$ cat src/hw/raas_regs.vh
`ifndef RAAS_REGS_VH
`define RAAS_REGS_VH
// ****************************************
// instruction word layout
// ****************************************
`define RAAS_OPC_HI 15
`define RAAS_OPC_LO 10
`define RAAS_SRC_HI 9
`define RAAS_SRC_LO 5
`define RAAS_DST_HI 4
`define RAAS_DST_LO 0
// ****************************************
// opcodes
// ****************************************
`define RAAS_OP_ADD 6'h00
`define RAAS_OP_CARRY_SUM 6'h01
`define RAAS_OP_QUICK_SUM 6'h02
`define RAAS_OP_MAGNITUDE 6'h16
`define RAAS_OP_QUICK_WRAPPED 6'h3F
// ****************************************
// reset values and pipeline timing
// ****************************************
`define RAAS_WRAP_MASK_RESET 32'h0000_0000
`define RAAS_MAG_WB_CYCLE 2
`define RAAS_ADD_WB_CYCLE 3
`endif

$ cat src/hw/raas_regfile.v
`timescale 1ns/10ps
// ****************************************
// register file: two read ports, one write port
// ****************************************
module raas_regfile (
  input wire clk,
  input wire [4:0] rd_addr_a,
  input wire [4:0] rd_addr_b,
  output reg [31:0] rd_data_a,
  output reg [31:0] rd_data_b,
  input wire wr_en,
  input wire [4:0] wr_addr,
  input wire [31:0] wr_data
);
  reg [31:0] mem [0:31]; // 32 general registers

  // registered reads; no reset, contents undefined until written
  always @(posedge clk) begin
    if (wr_en) begin
      mem[wr_addr] <= wr_data;
    end
    // write-through: a word taken on the write edge must see the new value
    rd_data_a <= (wr_en && (wr_addr == rd_addr_a)) ? wr_data : mem[rd_addr_a];
    rd_data_b <= (wr_en && (wr_addr == rd_addr_b)) ? wr_data : mem[rd_addr_b];
  end
endmodule

$ cat src/hw/raas_alu_slice.v
`timescale 1ns/10ps
`include "raas_regs.vh"
module raas_alu_slice #(
  parameter HAS_WRAPPED_OP = 1 // audio-side build carries opcode 63
) (
  input wire clk,
  input wire resetn,
  input wire issue_valid,
  input wire [15:0] issue_word,
  input wire [31:0] wrap_mask_register,
  output reg issue_ready,
  output reg wb_valid,
  output reg [4:0] wb_addr,
  output reg [31:0] wb_data,
  output reg flag_z,
  output reg flag_n,
  output reg flag_c,
  output reg flags_valid,
  output reg illegal_op
);
  // ****************************************
  // reset release
  // ****************************************
  reg rst_meta; // first stage, read only by rst_sync
  reg rst_sync; // released reset used by the state and output flops

  // two-flop release of the async reset
  always @(posedge clk or negedge resetn) begin
    if (!resetn) begin
      rst_meta <= 1'b0;
      rst_sync <= 1'b0;
    end else begin
      rst_meta <= 1'b1;
      rst_sync <= rst_meta;
    end
  end

  // ****************************************
  // decode helpers
  // ****************************************
  // known opcode check, used on issue by sequencing and illegal_op
  function is_known;
    input [5:0] op;
    begin
      is_known = (op == `RAAS_OP_ADD) || (op == `RAAS_OP_CARRY_SUM) ||
                 (op == `RAAS_OP_QUICK_SUM) || (op == `RAAS_OP_MAGNITUDE) ||
                 ((op == `RAAS_OP_QUICK_WRAPPED) && (HAS_WRAPPED_OP != 0));
    end
  endfunction

  // immediate from source field, zero stands for 32
  function [31:0] quick_imm;
    input [4:0] f;
    begin
      quick_imm = (f == 5'h00) ? 32'h0000_0020 : {27'h000_0000, f};
    end
  endfunction

  // ****************************************
  // pipeline state
  // ****************************************
  localparam ST_IDLE = 2'd0; // accepting a word
  localparam ST_EXEC = 2'd1; // cycle 1: operands read
  localparam ST_ADD2 = 2'd2; // cycle 2 of an add
  reg [1:0] state;
  reg [1:0] next_state;
  reg [5:0] op_q; // opcode in flight
  reg [4:0] src_q; // source field in flight
  reg [4:0] dst_q; // target field in flight
  reg [31:0] sum_q; // adder result held for cycle 3
  reg z_q;
  reg n_q;
  reg c_q;

  wire [5:0] in_op = issue_word[`RAAS_OPC_HI:`RAAS_OPC_LO];
  wire [4:0] in_src = issue_word[`RAAS_SRC_HI:`RAAS_SRC_LO];
  wire [4:0] in_dst = issue_word[`RAAS_DST_HI:`RAAS_DST_LO];
  wire take = issue_valid && issue_ready && (state == ST_IDLE);

  // ****************************************
  // register file
  // ****************************************
  wire [31:0] rf_dst; // target operand, valid in cycle 1
  wire [31:0] rf_src; // source operand, valid in cycle 1
  wire rf_we = wb_valid; // write port follows the result
  raas_regfile u_rf (
    .clk(clk),
    .rd_addr_a(in_dst),
    .rd_addr_b(in_src),
    .rd_data_a(rf_dst),
    .rd_data_b(rf_src),
    .wr_en(rf_we),
    .wr_addr(wb_addr),
    .wr_data(wb_data)
  );

  // ****************************************
  // execute datapath (cycle 1)
  // ****************************************
  reg [32:0] add_full; // sum with carry out
  reg [31:0] addend; // second operand of the adder
  reg carry_in;
  reg [31:0] mag; // magnitude result
  reg [31:0] res; // final add result incl. mask

  always @* begin
    addend = rf_src;
    carry_in = 1'b0;
    case (op_q)
      `RAAS_OP_CARRY_SUM: begin
        carry_in = flag_c;
      end
      `RAAS_OP_QUICK_SUM, `RAAS_OP_QUICK_WRAPPED: begin
        addend = quick_imm(src_q);
      end
      default: begin
        addend = rf_src;
      end
    endcase
    add_full = {1'b0, rf_dst} + {1'b0, addend} + {32'h0000_0000, carry_in};
    // negation wraps, so the most negative value stays itself
    mag = rf_dst[31] ? (~rf_dst + 32'h0000_0001) : rf_dst;
    res = add_full[31:0];
    if (op_q == `RAAS_OP_QUICK_WRAPPED) begin
      // masked bits keep the old value; carry still comes from the raw adder
      res = (rf_dst & wrap_mask_register) | (add_full[31:0] & ~wrap_mask_register);
    end
  end

  // ****************************************
  // sequencing
  // ****************************************
  always @* begin
    next_state = state;
    case (state)
      ST_IDLE: begin
        // an idle or unknown word occupies no later stage
        if (take && is_known(in_op)) begin
          next_state = ST_EXEC;
        end
      end
      ST_EXEC: begin
        next_state = (op_q == `RAAS_OP_MAGNITUDE) ? ST_IDLE : ST_ADD2;
      end
      ST_ADD2: begin
        next_state = ST_IDLE;
      end
      default: begin
        next_state = ST_IDLE;
      end
    endcase
  end

  // state, capture and write-back; all outputs registered
  always @(posedge clk or negedge rst_sync) begin
    if (!rst_sync) begin
      state <= ST_IDLE;
      op_q <= 6'h00;
      src_q <= 5'h00;
      dst_q <= 5'h00;
      sum_q <= 32'h0000_0000;
      z_q <= 1'b0;
      n_q <= 1'b0;
      c_q <= 1'b0;
      issue_ready <= 1'b0;
      wb_valid <= 1'b0;
      wb_addr <= 5'h00;
      wb_data <= 32'h0000_0000;
      flag_z <= 1'b0;
      flag_n <= 1'b0;
      flag_c <= 1'b0;
      flags_valid <= 1'b0;
      illegal_op <= 1'b0;
    end else begin
      state <= next_state;
      wb_valid <= 1'b0;
      flags_valid <= 1'b0;
      illegal_op <= 1'b0;
      issue_ready <= (next_state == ST_IDLE);
      if (take) begin
        op_q <= in_op;
        src_q <= in_src;
        dst_q <= in_dst;
        illegal_op <= !is_known(in_op);
      end
      case (state)
        ST_EXEC: begin
          if (op_q == `RAAS_OP_MAGNITUDE) begin
            // result and flags land together in cycle 2
            wb_valid <= 1'b1;
            wb_addr <= dst_q;
            wb_data <= mag;
            flag_z <= (mag == 32'h0000_0000);
            // cleared for every result but the most negative one, which stays negative
            flag_n <= mag[31];
            flag_c <= rf_dst[31];
            flags_valid <= 1'b1;
          end else begin
            sum_q <= res;
            z_q <= (res == 32'h0000_0000);
            n_q <= res[31];
            c_q <= add_full[32];
          end
        end
        ST_ADD2: begin
          wb_valid <= 1'b1;
          wb_addr <= dst_q;
          wb_data <= sum_q;
          flag_z <= z_q;
          flag_n <= n_q;
          flag_c <= c_q;
          flags_valid <= 1'b1;
        end
        default: begin
          wb_valid <= 1'b0;
        end
      endcase
    end
  end
endmodule

$ cat config.mk
export PLATFORM = sky130hd
export DESIGN_NAME = raas_alu_slice
export DESIGN_NICKNAME = d
export VERILOG_FILES = /design/src/hw/raas_regfile.v /design/src/hw/raas_alu_slice.v
export VERILOG_INCLUDE_DIRS = /design/src /design/src/hw
export SDC_FILE = /design/constraint.sdc
export NUM_CORES = 2
export LEC_CHECK = 0
export BUFFER_PORTS_ARGS = -buffer_cell sky130_fd_sc_hd__buf_2
export CAP_MARGIN = 20
export CORE_MARGIN = 2
export CORE_UTILIZATION = 26
export CTS_BUF_LIST = sky130_fd_sc_hd__clkbuf_2 sky130_fd_sc_hd__clkbuf_4 sky130_fd_sc_hd__clkbuf_8
export DETAILED_ROUTE_END_ITERATION = 8
export SYNTH_ARGS = -nofsm -noshare
export SYNTH_HDL_FRONTEND = slang
export SYNTH_SLANG_ARGS = --single-unit
$ cat constraint.sdc
create_clock -name clk -period 8.35 [get_ports clk]
set_clock_uncertainty 0.15 [all_clocks]
set_input_delay 0 -clock clk [delete_from_list [all_inputs] [get_ports clk]]
set_output_delay 0 -clock clk [all_outputs]
set_load 0.1 [all_outputs]
Word-level counts from Yosys, hierarchy flattened
Memory sizes are Yosys's and may differ from the RTL's. A register that Yosys moved wholly into a read port is not among the register bits.
Cells that the tools add are included.
{"block": "word_totals", "output_inout_bits": 44, "regBits": 98, "n_memories": 1, "ram_bits": 1024, "word_cells": 80}
{"memory": "u_rf.mem", "words": 32, "width": 32, "read_ports": 2, "rd_ports_with_merged_regs": 2, "write_ports": 1, "line_no": "raas_regfile.v:15", "source": "reg [31:0] mem [0:31];"}
{"block": "op_classes", "reduce_logical": 18, "n_bitwise": 6, "mux": 23, "n_eq_ne": 11, "addsub": 3}
{"operator": "two-way mux 32 bit", "n": 4}
{"operator": "AND 32 bit", "n": 2}
{"operator": "logical NOT 32 bit", "n": 2}
{"operator": "NOT 32 bit", "n": 2}
{"operator": "case mux 32 bit (2 select lines)", "n": 1}
{"operator": "adder 32 x 32 -> 33 bit", "n": 1}
{"operator": "adder 33 x 1 -> 33 bit", "n": 1}
{"operator": "adder 32 x 1 -> 32 bit (second input constant)", "n": 1}
{"operator": "bitwise OR 32 bit", "n": 1}
{"operator": "== test 6 x 1 -> 1 bit (second input constant)", "n": 2}
{"operator": "== test 6 x 2 -> 1 bit (second input constant)", "n": 2}
{"operator": "== test 6 x 5 -> 1 bit (second input constant)", "n": 2}
{"operator": "== test 6 bit (second input constant)", "n": 2}
{"operator": "case mux 5 bit (2 select lines)", "n": 1}
{"operator": "two-way mux 1 bit", "n": 8}
{"operator": "case mux 1 bit (2 select lines)", "n": 4}
{"operator": "logical NOT 6 bit", "n": 1}
{"operator": "two-way mux 6 bit", "n": 1}
{"operator": "logical NOT 5 bit", "n": 1}
{"operator": "two-way mux 5 bit", "n": 1}
{"operator": "logical NOT 2 bit", "n": 2}
{"operator": "logical OR 1 bit", "n": 4}
{"operator": "two-way mux 2 bit", "n": 2}
{"operator": "case mux 2 bit (2 select lines)", "n": 1}
{"operator": "9 further kinds", "n": 12}

Depth between registers and ports, before layout
{"block": "depth", "depth_word": 9, "ltp_mapped": 26}

Cells and area by module
Synthesis repeated with hierarchy kept, for this count alone.
{"block": "unflattened", "cells_unflattened": 4250, "area_unflattened_um2": 56339.0}
{"mod": "raas_regfile", "area_each_um2": 48989.5, "seq_area_each_um2": 30949.7, "instances": 1, "cells_per_inst": 3396}
{"mod": "raas_alu_slice", "area_each_um2": 7349.5, "seq_area_each_um2": 2402.3, "instances": 1, "cells_per_inst": 854}

Least setup slack after synthesis
Ideal clock, no wire load.
{"block": "synth_path", "path_type": "register to register", "from": "reg with a tool-made name", "to": "reg z_q", "required_time_ps": 8134, "slack_ps": 2616, "path_stages_with_launch": 20, "t_arrival_ps": 5518, "synth_period_minus_slack_ps": 5734, "setup_time_ps": 66, "path_cell_list": "dfxtp_1 clkbuf_1 buf_1 buf_1 mux4_2 mux4_2 mux2i_1 nor2_1 ha_1 a2111o_1 o211ai_1 a21oi_1 or3_1 a31o_1 a2111oi_2 nand4_1 or4b_1 nor4_1 nand4_1 nand2_1"}
{"item": "to (signal assigned)", "line_no": "raas_alu_slice.v:200", "source": "z_q <= (res == 32'h0000_0000);"}
{"item": "to (decl)", "line_no": "raas_alu_slice.v:71", "source": "reg z_q;"}

==> reports/qor.yml <==
worst_pin_slew_ps: 1140
remaining_design_rule_violation_count: 0
route.antenna.remaining_nets: 0
post-dp-hpwl_mm: 104
largest_family_of_logic_cells_by_synthesized_area: "multiplexers"
fin_cells: 6388
most-common-layout-cells: "1,024 x sky130_fd_sc_hd__edfxtp_1, 495 x sky130_fd_sc_hd__mux4_2, 238 x sky130_fd_sc_hd__mux2i_1"
die_width_um: 464
tns_ps: 0
placementRows: 168
cts_max_path_buffers: 3
synth_enable_flop_cells: 1024
overall_die_area_um2: 216000
routedWlPerCell_um: 29.3
grt_pass1_vias: 34332
crit_required_ps: 9080
layout.nets: 3522
routabilityCongestion: 0.896
post_synth_top_flop: "sky130_fd_sc_hd__edfxtp_1"
drive_above_1_share_pct: 32.2
number_of_cells_traversed_by_the_worst_register_to_register_path: 19
synth.cell_area_um2: 55100
clock_insertion_delay_worst_skew_ps: 950
tritoncts_clock_tree: "done"
post_synth_xor_area_fraction_pct: 0.886
cts_buffers: 178
finalSetupViolations: 0
p_per_area_nw_per_um2: 255
min_from: "wrap_mask_register[28]"
first_pass_iters: 6
cts_setup_buffers: 0
first_pass_grt_wire_length_mm: 261
r2r_end: "z_q$_DFFE_PN0P_"
synthMuxAreaShare_pct: 25.7
post_dp_cell_area_um2: 59100
hold_class: "in2reg"
ys_async_sr_fraction_pct: 8.50
final_cell_area_um2: 63800
grt-ovfl-total: 0
cellLeakagePower_nw: 21.2
cts-root-buf: "sky130_fd_sc_hd__clkbuf_8"
max-vdd-ir-drop_v: 0.000268
top_level_i_o_count: 95
hold_depth: 6
timing.final.hold_violations: 0
final_min_period_over_clock_period_pct: 87.0
synth-warning-count: 0
vias: 34582
max_capacitance_violation_total: 0
clk_transition_reported_paths_ps: 60
finalCoreUtilization_pct: 30.4
max_clock_freq_ghz: 0.138
endpoint_class_of_the_critical_path: "flip-flop"
final.min_clock_period_ps: 7270
yosys_register_bits: 1130
grt_max_degree: 121
htreeDepth: 4
status: "finished, final reports clean"
dieHeight_um: 464
worstSetupPathType: "reg2reg"
seq_area_frac_synth_pct: 60.5
mostFrequentLayoutCell: "sky130_fd_sc_hd__edfxtp_1"
io_buffer_count: 94
synth_nets: 3253
type_of_element_launching_the_critical_path: "flip-flop"
worst-path-max-fanout: 43
synthAdderAreaFrac_pct: 0.868
initial_standard_cell_utilization_of_the_core_pct: 26.2
placedCellCount: 5964
holdPathEnd: "sum_q[28]$_DFFE_PN0P_"
grt_antenna_before_repair: 8
total_wire_length_after_detailed_routing_mm: 187
worst_ep_arrival_time_ps: 8000
postSynthAreaPerCell_um2: 17.4
initialDrtViolationCount: 5000
synth_compound_gate_area_share_pct: 5.13
gr-usage-all-layers_pct: 16.9
yosys.cell_types.count: 98
post_synth_and_or_nand_nor_area_fraction_pct: 4.34
syn_inst: 3165
grt_setup_unrepaired: "false"
cts_num_sinks: 1130
core_box_area_um2: 210000
routed_via_density: 5.41
drv_slew: 0
ff2ff_setup_slack_ps: 1080
maxSlewHeadroom_pct: 23.8
area_growth_syn_to_layout_pct: 15.9
power by group:
part / internal, mW / switching (mW) / total (mW) / leakage [nW]
registers: 7.15 / 0.345 / 7.50 / 10.5
clock network: 2.59 / 2.31 / 4.90 / 1.94
logic: 1.12 / 2.73 / 3.85 / 8.69
state kept, by name, indices dropped and copies added, names as in the netlist, 2 cells and up, named ones only:
register	flops
sum_q	32
op_q	6
wb_addr	5
state	2
u_rf.mem	1024
dst_q	5
src_q	5
wb_data	32
worst max-delay path: stages, from the launching register on:
cell and delay (ps):
sky130_fd_sc_hd__dfxtp_4 910, sky130_fd_sc_hd__and2_1 840, sky130_fd_sc_hd__buf_4 470, sky130_fd_sc_hd__a22oi_1 170, sky130_fd_sc_hd__o211ai_1 220, sky130_fd_sc_hd__nand3_2 240
sky130_fd_sc_hd__ha_1 430, sky130_fd_sc_hd__and3_1 210, sky130_fd_sc_hd__a221oi_1 560, sky130_fd_sc_hd__nor2_1 90, sky130_fd_sc_hd__o21ai_0 360, sky130_fd_sc_hd__nand2_1 150
sky130_fd_sc_hd__xor2_1 180, sky130_fd_sc_hd__a2111oi_2 380, sky130_fd_sc_hd__nand4_1 220, sky130_fd_sc_hd__or4b_1 520, sky130_fd_sc_hd__nor4_1 320, sky130_fd_sc_hd__nand4_1 130
sky130_fd_sc_hd__dlygate4sd3_1 580, sky130_fd_sc_hd__nand2_1 70
per-layer routing:
layer  GRT usage (%)  routed length [µm]  vias to the layer above
met5               0                   7                        -
met4            7.34                7920                        2
met3            3.42               18800                      426
met2            26.2               85800                     2236
met1            22.9               74800                    18217
li1                -                   -                    13701
logic make-up (layout without fill, tap and decap cells):
kind of cell,count (synthesis),count (layout)
AOI/OAI and AO/OA,421,421
adders and majority gates,37,37
xor gates and xnor gates,54,54
other,1,3
and+or+nand+nor,490,490
muxes,780,780
DFF,1130,1130
buffers and inverters,252,668
cells in the mapped netlist, types with 41 or more instances:
cell	count	area, µm²
sky130_fd_sc_hd__clkbuf_1	86	323
sky130_fd_sc_hd__mux4_2	495	11100
sky130_fd_sc_hd__a22oi_1	72	541
sky130_fd_sc_hd__buf_1	42	158
sky130_fd_sc_hd__edfxtp_1	1024	30700
sky130_fd_sc_hd__nor2_1	143	537
sky130_fd_sc_hd__nand2_1	172	646
sky130_fd_sc_hd__xnor2_1	41	359
sky130_fd_sc_hd__a21oi_1	98	490
sky130_fd_sc_hd__mux2i_1	239	2390
sky130_fd_sc_hd__o21ai_0	87	435
sky130_fd_sc_hd__dfrtp_1	96	2400
final cells by class:
cell class                 count  area [µm²]
fill                       20485      146000
clock inverter                80         613
sequential                  1130       33400
inverter                      35         134
antenna                        2        5.00
tap                         2805        3510
timing repair buffer         306        2480
multi-input combinational   1783       20700
clock buffer                 247        3030
what timing repair did:
item,CTS,global route
hold endpoints to repair,65,0
hold buffers,89,0
gates resized for setup,0,0
worst max-delay path by stage:
stage / cells after the start / endpoint / startpoint / slack (ps)
after global placement: 20 / z_q$_DFFE_PN0P_ / flip-flop / 1740
final: 19 / z_q$_DFFE_PN0P_ / flip-flop / 1080
after detailed placement: 17 / z_q$_DFFE_PN0P_ / flip-flop / 1670
after CTS: 18 / z_q$_DFFE_PN0P_ / flip-flop / 1120
after floorplan: 19 / z_q$_DFFE_PN0P_ / flip-flop / 2620
after global routing: 22 / z_q$_DFFE_PN0P_ / flip-flop / 770
metrics by stage:
step / hold slack (ps) / setup WS (ps) / power, mW
after detailed placement: -361 / 1670 / 11.3
after CTS: 3.16 / 1120 / 16.2
after global placement: -365 / 1740 / 11.3
final: 104 / 1080 / 16.2
after floorplan: -446 / 2620 / 10.1
after global routing: 124 / 767 / 16.8
(Power assumes the default switching activity.)
